File: config.mk
export PLATFORM = sky130hd
export DESIGN_NAME = external_memory_bus_interface
export DESIGN_NICKNAME = d
export VERILOG_FILES = /design/src/inc/ext_bus_pkg.sv /design/src/hdl/external_memory_bus_interface.sv /design/src/hdl/pin_sync.sv
export VERILOG_INCLUDE_DIRS = /design/src /design/src/inc
export SDC_FILE = /design/constraint.sdc
export NUM_CORES = 1
export LEC_CHECK = 0
export ABC_CLOCK_PERIOD_IN_PS = 4900
export BUFFER_PORTS_ARGS = -buffer_cell sky130_fd_sc_hd__buf_2
export CORE_UTILIZATION = 50
export DETAILED_ROUTE_END_ITERATION = 10
export GPL_ROUTABILITY_DRIVEN = 0
export PLACE_DENSITY = 0.81
export SYNTH_ARGS = -nofsm -noshare
export SYNTH_HDL_FRONTEND = slang
export SYNTH_HIERARCHICAL = 1
export SYNTH_SLANG_ARGS = --single-unit
File: constraint.sdc
create_clock -name sys_clk -period 4.9 [get_ports sys_clk]
set_input_delay 0.735 -clock sys_clk [delete_from_list [all_inputs] [get_ports sys_clk]]
set_output_delay 0.735 -clock sys_clk [all_outputs]
set_load 0.03 [all_outputs]
File: src/inc/ext_bus_consts.svh
// Constants of the external memory bus interface
// Behaviour
// - Space selects idle high; one goes low only during its external space access.
// - Space selects float during reset, power down and emulation float.
// - Data bus is driven from the falling edge of the write strobe.
// - Write strobe active on every external write; floats under emulation float.
// - Read strobe active on every external read; floats under emulation float.
// - Direction line high, low only for writes; floats in power down or float.
// - Access strobe low for each off-chip cycle; floats in power down or float.
// - Global data strobe asserted for accesses to external global data space.
// - Global data strobe floats during reset, power down and emulation float.
// - A low READY inserts wait states; READY is resampled each cycle until high.
// - READY is sampled only when at least one software wait state is set.
// - External signals are enabled only while the interface enable pin is high.
// - With interface disabled, external accesses raise an illegal-address condition.
// - Visibility clock follows the clock output, aligned to the bus.
// - In visibility mode, visibility output enable low while data bus is driven.
// - Boot select sampled at reset: low internal flash, high external program memory.
// - Reset pin low stops execution and clears the program counter to zero.
// - Watchdog overflow drives an eight-cycle reset pulse onto the reset pin.
// - Address visibility mode is on after reset; data bus stays output meanwhile.
`ifndef EXT_BUS_CONSTS_SVH
`define EXT_BUS_CONSTS_SVH
`define EB_WDOG_PULSE_CYC 4'h8
`define EB_WAIT_W 3
`define EB_PC_RESET 16'h0000
`define EB_BOOT_ADDR 16'h0000
`endif

File: src/inc/ext_bus_pkg.sv
// Types of the external memory bus interface
package ext_bus_pkg;
	typedef enum logic [1:0] {
		SPACE_PROG = 2'h0,
		SPACE_DATA = 2'h1,
		SPACE_IO   = 2'h2,
		SPACE_GLOB = 2'h3
	} space_t;
	typedef enum logic [1:0] {
		ST_IDLE = 2'h0,
		ST_WAIT = 2'h1,
		ST_RDY  = 2'h2,
		ST_DONE = 2'h3
	} bus_state_t;
endpackage

File: src/hdl/external_memory_bus_interface.sv
// External parallel bus interface: strobes, wait states, reset and visibility
`timescale 1ns/1ps
`default_nettype none
`include "ext_bus_consts.svh"
module external_memory_bus_interface (
	input  wire logic                  sys_clk,
	input  wire logic                  nrst,
	input  wire logic                  accReq,
	input  wire logic                  accWrite,
	input  wire ext_bus_pkg::space_t   accSpace,
	input  wire logic [15:0]           accWdata,
	input  wire logic [`EB_WAIT_W-1:0] waitStates,
	input  wire logic                  powerDown,
	input  wire logic                  watchdogOverflow,
	input  wire logic                  visibilityModeClear,
	input  wire logic                  readyPin,
	input  wire logic                  externalInterfaceEnablePin,
	input  wire logic                  emulationFloatControlPin,
	input  wire logic                  bootMemorySelectPin,
	input  wire logic                  deviceResetPinIn,
	input  wire logic [15:0]           dataBusIn,
	output logic                       accDone,
	output logic [15:0]                accRdata,
	output logic                       illegalAddress,
	output logic                       programSpaceSelectN,
	output logic                       programSpaceSelectOe,
	output logic                       dataSpaceSelectN,
	output logic                       dataSpaceSelectOe,
	output logic                       ioSpaceSelectN,
	output logic                       ioSpaceSelectOe,
	output logic                       globalDataStrobeN,
	output logic                       globalDataStrobeOe,
	output logic                       writeStrobeN,
	output logic                       writeStrobeOe,
	output logic                       readStrobeN,
	output logic                       readStrobeOe,
	output logic                       readWriteDir,
	output logic                       readWriteDirOe,
	output logic                       externalAccessStrobeN,
	output logic                       externalAccessStrobeOe,
	output logic [15:0]                dataBusOut,
	output logic                       dataBusOe,
	output logic                       visibilityClock,
	output logic                       visibilityOutputEnableN,
	output logic                       clockOutput,
	output logic                       addressVisibilityMode,
	output logic                       bootExternal,
	output logic [15:0]                programCounter,
	output logic                       cpuHalted,
	output logic                       deviceResetPinOut,
	output logic                       deviceResetPinOe
);
	import ext_bus_pkg::*;

	bus_state_t              state;
	space_t                  curSpace;
	logic                    curWrite;
	logic [`EB_WAIT_W-1:0]   waitCnt;
	logic                    enaSync;
	logic                    emuSync;
	logic                    rdySync;
	logic                    bootSync;
	logic                    rstPinSync;
	logic                    rstPinPrev;
	logic [3:0]              wdogCnt;
	logic                    floatAll;
	logic                    inReset;
	logic                    busy;
	logic                    next_readyOk;

	pin_sync u_ena (
		.sys_clk   (sys_clk),
		.nrst      (nrst),
		.resetValue(1'b0),
		.pinIn     (externalInterfaceEnablePin),
		.pinOut    (enaSync)
	);
	pin_sync u_emu (
		.sys_clk   (sys_clk),
		.nrst      (nrst),
		.resetValue(1'b0),
		.pinIn     (emulationFloatControlPin),
		.pinOut    (emuSync)
	);
	pin_sync u_rdy (
		.sys_clk   (sys_clk),
		.nrst      (nrst),
		.resetValue(1'b0),
		.pinIn     (readyPin),
		.pinOut    (rdySync)
	);
	pin_sync u_boot (
		.sys_clk   (sys_clk),
		.nrst      (nrst),
		.resetValue(1'b0),
		.pinIn     (bootMemorySelectPin),
		.pinOut    (bootSync)
	);
	pin_sync u_rst (
		.sys_clk   (sys_clk),
		.nrst      (nrst),
		.resetValue(1'b0),
		.pinIn     (deviceResetPinIn),
		.pinOut    (rstPinSync)
	);

	// Reset pin low, or the pulse we drive, holds the core in reset
	assign inReset  = !rstPinSync || (wdogCnt != 4'h0);
	// Emulation float is active low; synchroniser reads low until it settles
	assign floatAll = !emuSync;
	assign busy     = (state != ST_IDLE);
	// READY resampled every wait cycle; ignored with no software wait states
	assign next_readyOk = (waitStates == '0) ? 1'b1 : rdySync;

	always_ff @(posedge sys_clk or negedge nrst) begin
		if (!nrst) begin
			wdogCnt <= 4'h0;
		end else if (watchdogOverflow && wdogCnt == 4'h0) begin
			wdogCnt <= `EB_WDOG_PULSE_CYC;
		end else if (wdogCnt != 4'h0) begin
			wdogCnt <= wdogCnt - 4'h1;
		end
	end
	always_ff @(posedge sys_clk or negedge nrst) begin
		if (!nrst) begin
			deviceResetPinOut <= 1'b0;
			deviceResetPinOe  <= 1'b0;
		end else begin
			deviceResetPinOut <= 1'b0;
			deviceResetPinOe  <= (watchdogOverflow && wdogCnt == 4'h0) || (wdogCnt > 4'h1);
		end
	end

	always_ff @(posedge sys_clk or negedge nrst) begin
		if (!nrst) begin
			programCounter <= `EB_PC_RESET;
			cpuHalted      <= 1'b1;
			rstPinPrev     <= 1'b0;
		end else begin
			rstPinPrev <= inReset;
			cpuHalted  <= inReset;
			if (inReset) begin
				programCounter <= `EB_PC_RESET;
			end else if (rstPinPrev) begin
				programCounter <= `EB_BOOT_ADDR;
			end
		end
	end

	// Boot select caught in reset and one cycle on, as its pin lags like the reset pin
	always_ff @(posedge sys_clk or negedge nrst) begin
		if (!nrst) begin
			bootExternal <= 1'b0;
		end else if (inReset || rstPinPrev) begin
			bootExternal <= bootSync;
		end
	end

	always_ff @(posedge sys_clk or negedge nrst) begin
		if (!nrst) begin
			addressVisibilityMode <= 1'b1;
		end else if (inReset) begin
			addressVisibilityMode <= 1'b1;
		end else if (visibilityModeClear) begin
			addressVisibilityMode <= 1'b0;
		end
	end

	// Bus cycle sequencer with wait states
	always_ff @(posedge sys_clk or negedge nrst) begin
		if (!nrst) begin
			state    <= ST_IDLE;
			curSpace <= SPACE_PROG;
			curWrite <= 1'b0;
			waitCnt  <= '0;
		end else if (inReset) begin
			state <= ST_IDLE;
		end else begin
			case (state)
				ST_IDLE: begin
					if (accReq && enaSync) begin
						curSpace <= accSpace;
						curWrite <= accWrite;
						waitCnt  <= waitStates;
						// Registered strobes fall a cycle after the take, so data is never sampled earlier
						state    <= ST_WAIT;
					end
				end
				ST_WAIT: begin
					if (waitCnt <= `EB_WAIT_W'(1)) begin
						state <= ST_RDY;
					end else begin
						waitCnt <= waitCnt - `EB_WAIT_W'(1);
					end
				end
				ST_RDY: begin
					// READY only counts with wait states
					if (next_readyOk) begin
						state <= ST_DONE;
					end
				end
				ST_DONE: state <= ST_IDLE;
				default: state <= ST_IDLE;
			endcase
		end
	end

	always_ff @(posedge sys_clk or negedge nrst) begin
		if (!nrst) begin
			illegalAddress <= 1'b0;
			accDone        <= 1'b0;
			accRdata       <= 16'h0000;
		end else begin
			illegalAddress <= accReq && !enaSync && state == ST_IDLE && !inReset;
			accDone        <= (state == ST_RDY) && next_readyOk && !inReset;
			if (state == ST_RDY && next_readyOk && !curWrite) begin
				accRdata <= dataBusIn;
			end
		end
	end

	// One space select from the decoded space
	always_ff @(posedge sys_clk or negedge nrst) begin
		if (!nrst) begin
			programSpaceSelectN <= 1'b1;
			dataSpaceSelectN    <= 1'b1;
			ioSpaceSelectN      <= 1'b1;
			globalDataStrobeN   <= 1'b1;
		end else begin
			programSpaceSelectN <= !(busy && curSpace == SPACE_PROG);
			dataSpaceSelectN    <= !(busy && (curSpace == SPACE_DATA || curSpace == SPACE_GLOB));
			ioSpaceSelectN      <= !(busy && curSpace == SPACE_IO);
			globalDataStrobeN   <= !(busy && curSpace == SPACE_GLOB);
		end
	end

	always_ff @(posedge sys_clk or negedge nrst) begin
		if (!nrst) begin
			writeStrobeN          <= 1'b1;
			readStrobeN           <= 1'b1;
			readWriteDir          <= 1'b1;
			externalAccessStrobeN <= 1'b1;
		end else begin
			writeStrobeN          <= !(busy && curWrite);
			readStrobeN           <= !(busy && !curWrite);
			readWriteDir          <= !(busy && curWrite);
			externalAccessStrobeN <= !busy;
		end
	end

	// Float selects in reset, power down, emulation float
	always_ff @(posedge sys_clk or negedge nrst) begin
		if (!nrst) begin
			programSpaceSelectOe   <= 1'b0;
			dataSpaceSelectOe      <= 1'b0;
			ioSpaceSelectOe        <= 1'b0;
			globalDataStrobeOe     <= 1'b0;
			writeStrobeOe          <= 1'b0;
			readStrobeOe           <= 1'b0;
			readWriteDirOe         <= 1'b0;
			externalAccessStrobeOe <= 1'b0;
		end else begin
			programSpaceSelectOe   <= enaSync && !inReset && !powerDown && !floatAll;
			dataSpaceSelectOe      <= enaSync && !inReset && !powerDown && !floatAll;
			ioSpaceSelectOe        <= enaSync && !inReset && !powerDown && !floatAll;
			globalDataStrobeOe     <= enaSync && !inReset && !powerDown && !floatAll;
			// Write and read strobes float only under emulation float or with the interface disabled
			writeStrobeOe          <= enaSync && !floatAll;
			readStrobeOe           <= enaSync && !floatAll;
			readWriteDirOe         <= enaSync && !powerDown && !floatAll;
			externalAccessStrobeOe <= enaSync && !powerDown && !floatAll;
		end
	end

	// Data bus drive from write strobe fall or visibility mode
	always_ff @(posedge sys_clk or negedge nrst) begin
		if (!nrst) begin
			dataBusOut <= 16'h0000;
			dataBusOe  <= 1'b0;
		end else begin
			if (busy && curWrite) begin
				dataBusOut <= accWdata;
			end
			dataBusOe <= enaSync && !floatAll && ((busy && curWrite) || addressVisibilityMode);
		end
	end

	// Visibility output enable follows data drive in visibility mode only; high otherwise
	always_ff @(posedge sys_clk or negedge nrst) begin
		if (!nrst) begin
			visibilityOutputEnableN <= 1'b1;
		end else begin
			visibilityOutputEnableN <= !(addressVisibilityMode && enaSync && !floatAll
				&& ((busy && curWrite) || addressVisibilityMode));
		end
	end

	// Visibility clock mirrors clock output; both run at half the system clock rate
	always_ff @(posedge sys_clk or negedge nrst) begin
		if (!nrst) begin
			clockOutput     <= 1'b0;
			visibilityClock <= 1'b0;
		end else begin
			clockOutput     <= !clockOutput;
			visibilityClock <= !clockOutput;
		end
	end

	AST_ONE_SELECT: assert property (@(posedge sys_clk) disable iff (!nrst)
		(!programSpaceSelectN + !dataSpaceSelectN + !ioSpaceSelectN) <= 1)
		else $error("More than one space select asserted");
	AST_WDOG_PULSE: assert property (@(posedge sys_clk) disable iff (!nrst)
		$rose(deviceResetPinOe) |-> deviceResetPinOe [*8] ##1 !deviceResetPinOe)
		else $error("Watchdog reset pulse not eight cycles");
	AST_VISIBILITY_CLOCK: assert property (@(posedge sys_clk) disable iff (!nrst)
		visibilityClock == clockOutput)
		else $error("Visibility clock differs from clock output");
	AST_DATA_ON_WRITE: assert property (@(posedge sys_clk) disable iff (!nrst)
		$fell(writeStrobeN) && writeStrobeOe |-> dataBusOe)
		else $error("Data bus not driven at write strobe fall");
	AST_ONE_STROBE: assert property (@(posedge sys_clk) disable iff (!nrst)
		externalAccessStrobeN ? (readStrobeN && writeStrobeN) : (readStrobeN != writeStrobeN))
		else $error("Read and write strobes disagree with access strobe");
	AST_FLOAT_IN_RESET: assert property (@(posedge sys_clk) disable iff (!nrst)
		cpuHalted |-> !(programSpaceSelectOe || dataSpaceSelectOe || ioSpaceSelectOe || globalDataStrobeOe))
		else $error("Space select driven while in reset");
endmodule
`default_nettype wire

File: src/hdl/pin_sync.sv
// Three-stage pin synchroniser with agreement filter
`timescale 1ns/1ps
`default_nettype none
module pin_sync (
	input  wire logic sys_clk,
	input  wire logic nrst,
	input  wire logic resetValue,
	input  wire logic pinIn,
	output var  logic pinOut
);
	logic stage1;
	logic stage2;
	logic stage3;

	always_ff @(posedge sys_clk or negedge nrst) begin
		if (!nrst) begin
			stage1 <= 1'b0;
			stage2 <= 1'b0;
			stage3 <= 1'b0;
		end else begin
			stage1 <= pinIn;
			stage2 <= stage1;
			stage3 <= stage2;
		end
	end

	// Output moves only once stages two and three agree
	always_ff @(posedge sys_clk or negedge nrst) begin
		if (!nrst) begin
			pinOut <= 1'b0;
		end else if (stage2 == stage3) begin
			pinOut <= stage3;
		end
	end
	wire logic unusedReset = resetValue;
endmodule
`default_nettype wire

Word level (Yosys, flattened, before mapping) --
Index checks and enable logic that the tools add are counted. W data, S select, Z words.
Operators by class: shifts and indexed selects 0, reduce and logical (&&, ||, !) cells 56, $lt $le $gt $ge 2, div/mod/pow operators 0, add/sub/neg operators 2, bitwise gates (word level) 1, equality and inequality tests 16, mux-type cells 15, $mul 0
Operator list (count):
- $mux W16 | 2
- $logic_and A1 B1 Y1 | 24
- $logic_not A1 Y1 | 14
- $reduce_bool A2 Y1 | 5
- $ne A3 B3 Y1 const B | 3
- $eq A2 B2 Y1 const B | 4
- $mux W2 | 4
- $mux W4 | 2
- $pmux W2 S4 | 1
- $mux W3 | 2
- $pmux W3 S2 | 1
- $reduce_and A3 Y1 | 2
- $eq A1 B1 Y1 | 5
- $logic_or A1 B1 Y1 | 5
- $eq A2 B1 Y1 const B | 2
- $gt A4 B1 Y1 const B | 1
- $logic_not A2 Y1 | 2
- $logic_not A4 Y1 | 1
- $ne A2 B2 Y1 const B | 2
- $reduce_and A4 Y1 | 1
- $reduce_bool A4 Y1 | 1
- $sub A4 B1 Y4 const B | 1
- $le A3 B1 Y1 const B | 1
- $logic_not A3 Y1 | 1
- other kinds (3) | 5
Storage, ports and cells: memory bits (read-only) 0, output and inout bits 75, input bits 49, bits in registers 100, logic and storage cells 140, memories kept 0, bits in writable memories 0, bits in latches 0

Logic depth before layout (Yosys ltp) --
Gate-level depths: netlist of the first run.
depth after elaboration 6, gate-level depth with buffers 8, gate-level depth less buffers 6

Modules after synthesis --
Netlist of the first run, hierarchy kept.
Modules (own cells, without submodules):
- external_memory_bus_interface | area an instance 2786.4 um^2, cells each 215, sequential area each 1614.0 um^2, instances 1
- pin_sync | area an instance 111.4 um^2, cells each 5, sequential area each 100.1 um^2, instances 5

Worst setup path after synthesis of the first run --
Ideal clock, no wire load.
path kind input port to flip-flop, from input port waitStates[1], to register accRdata[15], stages 6, path buffers 2, arrival time 1.801 ns, required time 4.772 ns, path slack 2.972 ns, cell sequence nor3_2 -> o21ai_1 -> or2_1 -> buf_2 -> buf_6 -> mux2_1
Between the ends: longest elaborated chain between the ends 4
RTL lines:
- start: declaration | RTL line external_memory_bus_interface.sv:12 | input wire logic [`EB_WAIT_W-1:0] waitStates,
- $logic_not A3 Y1 | RTL line external_memory_bus_interface.sv:113 | assign next_readyOk = (waitStates == '0) ? 1'b1 : rdySync;
- $mux W1 | RTL line external_memory_bus_interface.sv:113
- $logic_and A1 B1 Y1 (2 in series) | RTL line external_memory_bus_interface.sv:216 | if (state == ST_RDY && next_readyOk && !curWrite) begin
- end signal: assignment | RTL line external_memory_bus_interface.sv:217 | accRdata <= dataBusIn;
- end: declaration | RTL line external_memory_bus_interface.sv:23 | output logic [15:0] accRdata,
No other way between the ends. A chain may end at the register's enable or synchronous reset.

Worst setup path after layout of the first run --
from register wdogCnt[0], to register waitCnt[0]
Between the ends: longest elaborated chain between the ends 4
RTL lines:
- start: declaration | RTL line external_memory_bus_interface.sv:65 | logic [3:0] wdogCnt;
- start signal: assignment | RTL line external_memory_bus_interface.sv:119 | wdogCnt <= `EB_WDOG_PULSE_CYC;
- start signal: assignment | RTL line external_memory_bus_interface.sv:121 | wdogCnt <= wdogCnt - 4'h1;
- $reduce_bool A4 Y1 | RTL line external_memory_bus_interface.sv:108 | assign inReset = !rstPinSync || (wdogCnt != 4'h0);
- $logic_or A1 B1 Y1 | RTL line external_memory_bus_interface.sv:108
- named net inReset | RTL line external_memory_bus_interface.sv:67 | logic inReset;
- $not A1 Y1 (no source line)
- $reduce_and A4 Y1 (no source line)
- end signal: assignment | RTL line external_memory_bus_interface.sv:184 | waitCnt <= waitStates;
- end signal: assignment | RTL line external_memory_bus_interface.sv:193 | waitCnt <= waitCnt - `EB_WAIT_W'(1);
- end: declaration | RTL line external_memory_bus_interface.sv:58 | logic [`EB_WAIT_W-1:0] waitCnt;
The timed path passes the listed nets, and every way through them passes these cells.

==> summary.md, run 1 <==
| Metric | Value |
|---|---|
| Std-Cell Rows | 29 |
| Global route overflow | 0 |
| HP Class | reg2reg |
| Via count | around 2000 |
| Final Max Slew Viols | 0 |
| Count leader, synth | dfrtp_1 |
| Inst Count DP | 410 |
| Worst Path Buf+Inv | 2 |
| Non-filler cells, final | between 400 and 500 |
| I/O pin cnt | 124 |
| Compound-Gate Fraction of Synth Area | 4.49% |
| RSZ-0062 raised after global routing | no |
| Clock root buffer | clkbuf_8 |
| Final hold violation count | 0 |
| Global Route Usage Sum | 17.0% |
| Ant. Diodes | 0 |
| Post-DRT Antenna Nets | 0 |
| Largest family of logic cells by synthesized area | multiplexers |
| Cell Area, Synth | 0.00334 mm² |
| Final worst slack | roughly 2900 ps |
| Post-Synth Simple-Gate Area | between 6 and 7% |
| Pre-CTS setup slack | ~2700 ps |
| Mean Syn Cell Area | 13.9 µm² |
| Leak | 2.11 nW |
| Xor/xnor share of the synthesized area | 0.262% |
| Worst-skew pair later-pin latency | 330 ps |
| Clock buffer depth | 2 |
| Share of flip-flops with an asynchronous set or reset | between 90% and 100% |
| DRC violations left | 0 |
| Port Buffers | 106 |
| Critical path's slowest cell | dfrtp_1 |
| Routed wire per std cell | 13.0 µm |
| Crit path required time | 5130 ps |
| Fmax | roughly 0.51 GHz |
| Cell Pwr Density | 397 mW/mm² |
| Synth top area share | 55.4% |
| Synth top area cells | dfrtp_1 (55%), mux2_2 (12%), dfstp_2 (7.9%) |
| Die Wd | 83.8 µm |
| Endpoints failing setup | 0 |
| Vias in the first global route | 2029 |
| Reported max-cap violation count | 0 |
| #FFs+latches synth | 84 |
| Prevailing post-synth register cell | dfrtp_1 |
| EDFF count, synth | 0 |
| Tcrit/Tclk final | 39.9% |
| Total Power | 1.58 mW |
| VDD IR max | 259 µV |
| Drt pass-1 iters | 4 |
| CTS Buf Count | 9 |
| Commonest cells in the netlist | dfrtp_1 (74), mux2_2 (36), buf_4 (24) |
| Post-DP HPWL | 3.92 mm |
| Yosys top cell by area | dfrtp_1 |
| Setup TNS | 0 ps |
| Area Growth Syn to Fin | 19.4% |
| Crit path launch type | flop |
| Status | completed |
| Initial Utilization | ~52% |
| Sink Count | 84 |
| Mapped Cells | 240 |
| Clock slew seen by the registers of the worst setup and hold paths | 80 ps |
| Largest net degree at the start of global routing | 85 |
| Crit Path Max Fanout | 8 |
| Slew HR | between 30% and 40% |
| Die height | 83.8 µm |
| First-pass GRT wire length | 9.25 mm |
| Post-synthesis cell type count | 42 |
| CP arrival | 2190 ps |
| Final nets | 401 |
| Synth Area in Adders | between 4 and 5% |
| Initial detailed-routing violation count | 88 |
| Top delay family on crit path | simple AND/OR/NAND/NOR gates |
| Worst-Margin Slew | roughly 1000 ps |
| Layout cells sized above 1 | 52.1% |
| Crit-path max cell delay | 430 ps |
| DIE AREA | roughly 0.007 mm² |
| Initial antenna violation count | 0 |
| Vias per cell | just under 5 |
| # Post-CTS Setup Buffers | 0 |
| CP Cell Sequence | inv_1, ha_1, and4bb_4, inv_4, or3b_4, o31ai_1 |
| Post_cts resized | 0 |
| Core area | 0.00639 mm² |
| Util after Layout | a little over three fifths |
| CP endpoint kind | flop |
| DRT Wirelength | between 5 and 6 mm |
| CTS tree | yes |
| Setup CP Type | reg2reg |
| H-tree levels | 3 |
| Min Tclk post-route | 1960 ps |
| Clk_skew | 7.77 ps |
| # hold bufs at CTS | 0 |
| Register area share after synthesis | 63.2% |
| Synth Warn # | 6 |
| Multiplexer share of the synthesized area | 13.1% |
cell usage in the layout (no fill, tap or decap), drive strengths merged:
master and n:
o211ai 2, nor2 9, clkinv 4, or2 2, o21a 1, or3b 1, dfstp 10, nand4 1
mux2 37, nor2b 1, or3 2, o31ai 1, maj3 5, xnor2 1, clkinvlp 1, conb 17
nor3 2, buf 107, inv 12, o21ai 10, a21bo 2, o21bai 1, clkbuf 11, nand2b 3
and4bb 1, mux2i 2, a21oi 4, nand2 6, dfrtp 74, nor3b 1, ha 8, nand3 3
a31oi 1, a21boi 1, nand3b 3, and2b 1, a31o 1
power by group:
part	internal (mW)	leakage, nW	switching, mW
Sequential	0.778	1.06	0.0579
Clock	0.195	0.0889	0.226
Combinational	0.130	0.967	0.198
Total	1.10	2.11	0.482
path summary, 6_finish.rpt:
check | from | end | slack (ps) | cells past startpoint
max in group asynchronous | nrst | accRdata[5]$_DFFE_PN0P_ | 3680 | 1
worst min-delay path | u_rst/stage1$_DFF_PN0_ | u_rst/stage2$_DFF_PN0_ | 350 | 0
worst max-delay path | wdogCnt[0]$_DFFE_PN0P_ | waitCnt[0]$_DFFE_PN0P_ | 2940 | 6
min in group asynchronous | nrst | wdogCnt[0]$_DFFE_PN0P_ | 560 | 1
worst min register to register | u_rst/stage1$_DFF_PN0_ | u_rst/stage2$_DFF_PN0_ | 350 | 0
worst max register to register | wdogCnt[0]$_DFFE_PN0P_ | waitCnt[0]$_DFFE_PN0P_ | 2940 | 6
logic make-up (layout without fill, tap and decap cells):
kind of cell	Yosys count	after routing
buffers and inverters	42	135
AO/OA/AOI/OAI	24	24
flip-flops	84	84
other	1	17
XOR/XNOR	1	1
adder cells (fa/ha/maj)	13	13
AND/OR/NAND/NOR	36	36
multiplexers	39	39
cell type report:
type / count / area [µm²]
clock inverter: 5 / 27.5
tap: 77 / 96.3
sequential: 84 / 2110
fill: 511 / 2390
timing repair buffer: 107 / 541
multi-input combinational: 130 / 1020
inverter: 12 / 47.5
clock buffer: 11 / 141
worst register-to-register path: stages, from the launching register on:
cell and delay, ps:
dfrtp_1 430, inv_1 100, ha_1 250, and4bb_4 320, inv_4 70, or3b_4 420
o31ai_1 260
stage by stage:
step	area, µm²	hold slack, ps
CTS	3990	352
detailed placement	3820	336
global route	3990	369
global placement	3820	332
floorplan	3400	331
finish	3990	347
registers in the layout, summed over array words and instances (netlist names), 2 cells and up:
name / cells
wdogCnt: 4
waitCnt: 3
accRdata: 16
curSpace: 2
state: 2
dataBusOut: 16
metal layers:
layer | track usage, % | share of wire, %
met5 | 0 | 0
met4 | 7.86 | 1.7
met3 | 5.34 | 7.0
met2 | 27.9 | 50
met1 | 20.6 | 41
Power figures use the tool's default switching activity.
==> run 2, diff against run 1 <==
- ABC_CLOCK_PERIOD_IN_PS: 4900 -> 1800
- CORE_UTILIZATION: 50 -> 44
- PLACE_DENSITY: 0.81 -> 0.75
- clock period: 4.9 -> 1.8 ns (I/O delays scaled with it)
==> summary.md, run 2 (same netlist as run 1, synthesis figures left out) <==
| Metric | Value |
|---|---|
| Pre-CTS setup slack | 43.3 ps (-2610 ps) |
| Clk_skew | 12.1 ps (+4.31 ps) |
| DRT Wirelength | 5.85 mm (+5.6%) |
| First-pass GRT wire length | 9.26 mm (about the same) |
| Die height | 89.2 µm (+6.4%) |
| Largest regs | accRdata x16, dataBusOut x16, wdogCnt x4 |
| DIE AREA | 0.00795 mm² (+13%) |
| Crit path required time | 2040 ps (-3090 ps) |
| Post-DP HPWL | 4.24 mm (+8.1%) |
| Routed wire per std cell | 12.7 µm (-2.4%) |
| Global Route Usage Sum | 15.6% (-1.5 points) |
| Commonest cells after routing, fill and taps aside | buf_2 (105), dfrtp_1 (74), mux2_2 (36) |
| Crit path launch type | flop |
| Sink Count | 84 (unchanged) |
| Global route overflow | 0 (unchanged) |
| HP Class | in2reg |
| VDD IR max | 547 µV (+110%) |
| Worst R2R Start | waitCnt[1]$_DFFE_PN0P_ |
| Clock buffer depth | 2 (unchanged) |
| Crit. Startpoint | waitCnt[1]$_DFFE_PN0P_ |
| Leak | 2.21 nW (+4.8%) |
| Std-Cell Rows | 31 (+6.9%) |
| Final nets | 415 (+3.5%) |
| Final worst slack | 14.4 ps (-2930 ps) |
| Hold_sp | deviceResetPinIn |
| Via count | 2143 (+4.7%) |
| CP arrival | 2030 ps (-160 ps) |
| Ant. Diodes | 0 (unchanged) |
| Clock slew seen by the registers of the worst setup and hold paths | 80 ps (about the same) |
| RSZ-0062 raised after global routing | yes |
| Total Power | 4.91 mW (+210%) |
| Clock root buffer | clkbuf_8 |
| Min Tclk post-route | 1790 ps (-171 ps) |
| Initial Utilization | 45.8% (-6.5 points) |
| Final Max Slew Viols | 0 (unchanged) |
| Crit Path Max Fanout | 3 (-5) |
| Core area | 0.00729 mm² (+14%) |
| Fill cells | 633 (+24%) |
| Vias per cell | 4.65 (-3.3%) |
| Commonest non-fill, non-tap cell in the layout | buf_2 |
| Cell Pwr Density | 1160 mW/mm² (+190%) |
| Largest net degree at the start of global routing | 38 (-55%) |
| Crit-path max cell delay | 420 ps (about the same) |
| Final hold violation count | 0 (unchanged) |
| Fmax | 0.560 GHz (+9.6%) |
| Util after Layout | 58.1% (-4.4 points) |
| Area occupied by multi-input gates | 0.00104 mm² (+1.6%) |
| Reported max-cap violation count | 0 (unchanged) |
| Vias in the first global route | 2030 (+0.049%) |
| Tcrit/Tclk final | 99.2% (+59 points) |
| Layout cells sized above 1 | 54.7% (+2.5 points) |
| Worst-skew pair later-pin latency | 340 ps (about the same) |
| Setup CP Type | reg2reg |
| Initial antenna violation count | 0 (unchanged) |
| Status | completed |
| I/O pin cnt | 124 (unchanged) |
| DRC violations left | 0 (unchanged) |
| CTS Buf Count | 9 (unchanged) |
| CP Cell Sequence | inv_2, ha_1, o21bai_4, a31o_2, or3b_4, o31ai_1 |
| Post-DRT Antenna Nets | 0 (unchanged) |
| Die Wd | 89.2 µm (+6.4%) |
| Endpoints failing setup | 0 (unchanged) |
| Flip-flop and latch area | 0.00211 mm² (unchanged) |
| CTS tree | yes |
| H-tree levels | 3 (unchanged) |
| Area Growth Syn to Fin | 26.8% |
| Initial detailed-routing violation count | 86 (-2.3%) |
| Port Buffers | 106 (unchanged) |
| Drt pass-1 iters | 4 (unchanged) |
| CP endpoint kind | flop |
| Critical path's slowest cell | or3b_4 |
## run 2: cell count changes in the layout (fill, tap and decap cells not counted), sizes merged
cell,previous run,this run
buf,107,120
clkinv,4,0
bufinv,0,3
dlygate4sd3,0,1
## run 2: timing repair
| item | in CTS | in global routing |
|---|---|---|
| resized for setup | 0 | 5 |
| hold buffers | 1 | 0 |
| buffers inserted | 0 | 5 |
| setup endpoints to repair | 0 | 2 |
| hold endpoints to repair | 27 | 0 |
## run 2: worst paths after layout
| path | slack (ps) | endpoint | depth (start not counted) |
|---|---|---|---|
| hold / removal | 30 | u_rst/stage1$_DFF_PN0_ | 1 |
| min in group asynchronous | 420 | dataBusOut[7]$_DFFE_PN0P_ | 2 |
| hold reg to reg | 350 | u_ena/stage2$_DFF_PN0_ | 0 |
| setup / recovery | 10 | waitCnt[0]$_DFFE_PN0P_ | 6 |
| setup reg to reg | 10 | waitCnt[0]$_DFFE_PN0P_ | 6 |
| max in group asynchronous | 760 | externalAccessStrobeN$_DFF_PN1_ | 3 |
## run 2: where the power goes
part | leakage (nW) | internal [mW] | switching, mW
combinational | 1.04 | 0.468 | 0.595
clock | 0.116 | 0.953 | 0.620
sequential | 1.06 | 2.12 | 0.156
total | 2.21 | 3.54 | 1.37
## run 2: per-layer routing
metal	wire length, µm	global-route usage [%]	part of all wire [%]	vias up
met5	0	0	0	-
met3	299	2.95	5.1	9
li1	-	-	-	1000
met2	3000	26.9	51	81
met4	98	7.79	1.7	0
met1	2460	18.8	42	1053
## run 2: worst max-delay path, delay by kind of cell (launching register included)
family / cells / cell delay (ps)
compound gates: 3 / 650
buf+inv: 1 / 60
fa+ha+maj: 1 / 180
simple gates: 1 / 420
flops: 1 / 390
## run 2: final cells by class
type	instances	area share [%]
Clock buffer	11	3.34
Clock inverter	4	2.30
Inverter	12	1.12
Multi-Input combinational cell	130	24.6
Sequential cell	84	49.9
Tap cell	99	2.92
Timing Repair Buffer	121	15.9
## run 2: stage by stage
step | hold WS, ps | area [µm²] | setup TNS, ps | cells
after floorplan | -25.6 | 3400 | 0 | 256
after global placement | 250 | 3940 | 0 | 440
after detailed placement | 253 | 3940 | 0 | 440
after CTS | 15.9 | 4190 | 0 | 456
after global routing | 10.9 | 4240 | -54.6 | 461
final | 30.3 | 4240 | 0 | 461
==> run 3, diff against run 2 <==
- CELL_PAD_IN_SITES_DETAIL_PLACEMENT: unset -> 1
- CELL_PAD_IN_SITES_GLOBAL_PLACEMENT: unset -> 2
- CORE_UTILIZATION: 44 -> 28
- PLACE_DENSITY: 0.75 -> unset
- PLACE_DENSITY_LB_ADDON: unset -> 0.1
==> summary.md, run 3 (same netlist as run 1, synthesis figures left out) <==
| Metric | Value |
|---|---|
| Final nets | 412 (-0.72%) |
| Worst hold slack | 40.6 ps (+10.4 ps) |
| Util after Layout | 38.0% (-20 points) |
| CP Cell Sequence | inv_1, ha_1, o21bai_1, a31o_2, or3b_4, o31ai_2 |
| Setup CP Type | reg2reg |
| Area occupied by multi-input gates | 0.00105 mm² (+0.60%) |
| Sink Count | 84 (unchanged) |
| Ant. Diodes | 0 (unchanged) |
| Vias in the first global route | 2288 (+13%) |
| Clock root buffer | clkbuf_16 |
| I/O pin cnt | 124 (unchanged) |
| Leak | 2.25 nW (+1.6%) |
| Crit path launch type | flop |
| Commonest cells after routing, fill and taps aside | buf_2 (105), dfrtp_1 (74), mux2_2 (36) |
| CTS tree | yes |
| Failing checks | DRC |
| Clock buffer depth | 2 (unchanged) |
| DRT Wirelength | 7.13 mm (+22%) |
| Final instance area | 0.00438 mm² (+3.3%) |
| Dpl cell area | 0.00402 mm² (+2.2%) |
| Area Growth Syn to Fin | 31.0% |
| Std-Cell Rows | 39 (+26%) |
| CTS Buf Count | 9 (unchanged) |
| Crit Path Max Fanout | 3 (unchanged) |
| Global Route Usage Sum | 12.4% (-3.2 points) |
| Worst-skew pair later-pin latency | 330 ps (about the same) |
| Layout cells sized above 1 | 55.0% (+0.30 points) |
| Final worst slack | 34.2 ps (+19.8 ps) |
| RSZ-0062 raised after global routing | yes |
| VDD IR max | 510 µV (-6.9%) |
| Die height | 111 µm (+25%) |
| Routed wire per std cell | 14.2 µm (+12%) |
| Fill cells | 1251 (+98%) |
| DRC violations left | 12 (+12) |
| Endpoints failing setup | 0 (unchanged) |
| Pre-CTS setup slack | -4.18 ps (-47.4 ps) |
| Commonest non-fill, non-tap cell in the layout | buf_2 |
| Fmax | 0.566 GHz (+1.1%) |
| Status | complete, but fails checks |
| Crit-path max cell delay | 400 ps (-20 ps) |
| Global route overflow | 0 (unchanged) |
| Initial detailed-routing violation count | 76 (-12%) |
| Die Wd | 111 µm (+25%) |
| Worst Path Buf+Inv | 1 (unchanged) |
| Core area | 0.0115 mm² (+58%) |
| Largest regs | accRdata x16, dataBusOut x16, wdogCnt x4 |
| Total Power | 5.27 mW (+7.4%) |
| CP endpoint kind | flop |
| DIE AREA | 0.0124 mm² (+56%) |
| Initial Utilization | 29.0% (-17 points) |
| Setup TNS | 0 ps (unchanged) |
| Via count | 2116 (-1.3%) |
| Top delay family on crit path | compound AO/OA/AOI/OAI gates |
| Min Tclk post-route | 1770 ps (-19.8 ps) |
| Port Buffers | 106 (unchanged) |
| Tcrit/Tclk final | 98.1% (-1.1 points) |
| Final hold violation count | 0 (unchanged) |
| HP Class | in2reg |
| Flip-flop and latch area | 0.00211 mm² (unchanged) |
| Non-filler cells, final | 503 (+9.1%) |
| Critical path's slowest cell | or3b_4 |
| Clk_skew | 4.80 ps (-7.27 ps) |
| Post-DRT Antenna Nets | 0 (unchanged) |
| Clock slew seen by the registers of the worst setup and hold paths | 60 ps (-20 ps) |
| First-pass GRT wire length | 11.8 mm (+27%) |
| Inst Count DP | 486 (+10%) |
| Post-DP HPWL | 5.32 mm (+25%) |
| Initial antenna violation count | 0 (unchanged) |
| Cell Pwr Density | 1200 mW/mm² (+3.9%) |
| Largest net degree at the start of global routing | 46 (+21%) |
| Crit path required time | 2040 ps (about the same) |
| Drt pass-1 iters | 7 (+3) |
| Reported max-cap violation count | 0 (unchanged) |
| H-tree levels | 3 (unchanged) |
| Vias per cell | 4.21 (-9.5%) |
| Final Max Slew Viols | 0 (unchanged) |
| CP arrival | 2010 ps (-20 ps) |
==> run 3: what timing repair did <==
item                       in CTS  in global routing
buffers inserted                0                  0
hold buffers                    1                  0
hold endpoints to repair       15                  0
setup endpoints to repair       0                  5
gates resized for setup         0                  6
==> run 3: area by class of cell <==
cell class,count,share of cell area (%)
Tap cell,143,4.08
Sequential cell,84,48.3
Timing Repair Buffer,118,15.1
Clock buffer,12,5.86
Multi-Input combinational cell,130,23.9
Inverter,12,1.09
Clock inverter,4,1.66
==> run 3: report_power, final <==
| part | switching [mW] | internal, mW | total [mW] |
|---|---|---|---|
| Sequential | 0.146 | 2.12 | 2.27 |
| Clock | 0.717 | 1.29 | 2.01 |
| Combinational | 0.584 | 0.415 | 0.999 |
==> run 3: routing by layer <==
layer / GRT usage, % / vias to the layer above / part of all wire (%)
li1: - / 997 / -
met1: 15.1 / 1035 / 43
met2: 19.8 / 74 / 48
met3: 4.32 / 10 / 6.9
met4: 5.14 / 0 / 1.7
met5: 0 / - / 0
==> run 3: worst register-to-register path: stages, from the launching register on <==
cell and delay [ps]:
dfrtp_1 340, inv_1 70, ha_1 180, o21bai_1 190, a31o_2 270, or3b_4 400, o31ai_2 220
==> run 3: final timing paths <==
path	startpoint	endpoint	slack, ps	depth (start not counted)
setup / recovery	waitCnt[1]$_DFFE_PN0P_	waitCnt[0]$_DFFE_PN0P_	30	6
min in group asynchronous	nrst	curSpace[0]$_DFFE_PN0P_	370	2
hold / removal	bootMemorySelectPin	u_boot/stage1$_DFF_PN0_	40	1
hold reg to reg	u_ena/stage1$_DFF_PN0_	u_ena/stage2$_DFF_PN0_	340	0
max in group asynchronous	nrst	readWriteDir$_DFF_PN1_	820	3
setup reg to reg	waitCnt[1]$_DFFE_PN0P_	waitCnt[0]$_DFFE_PN0P_	30	6
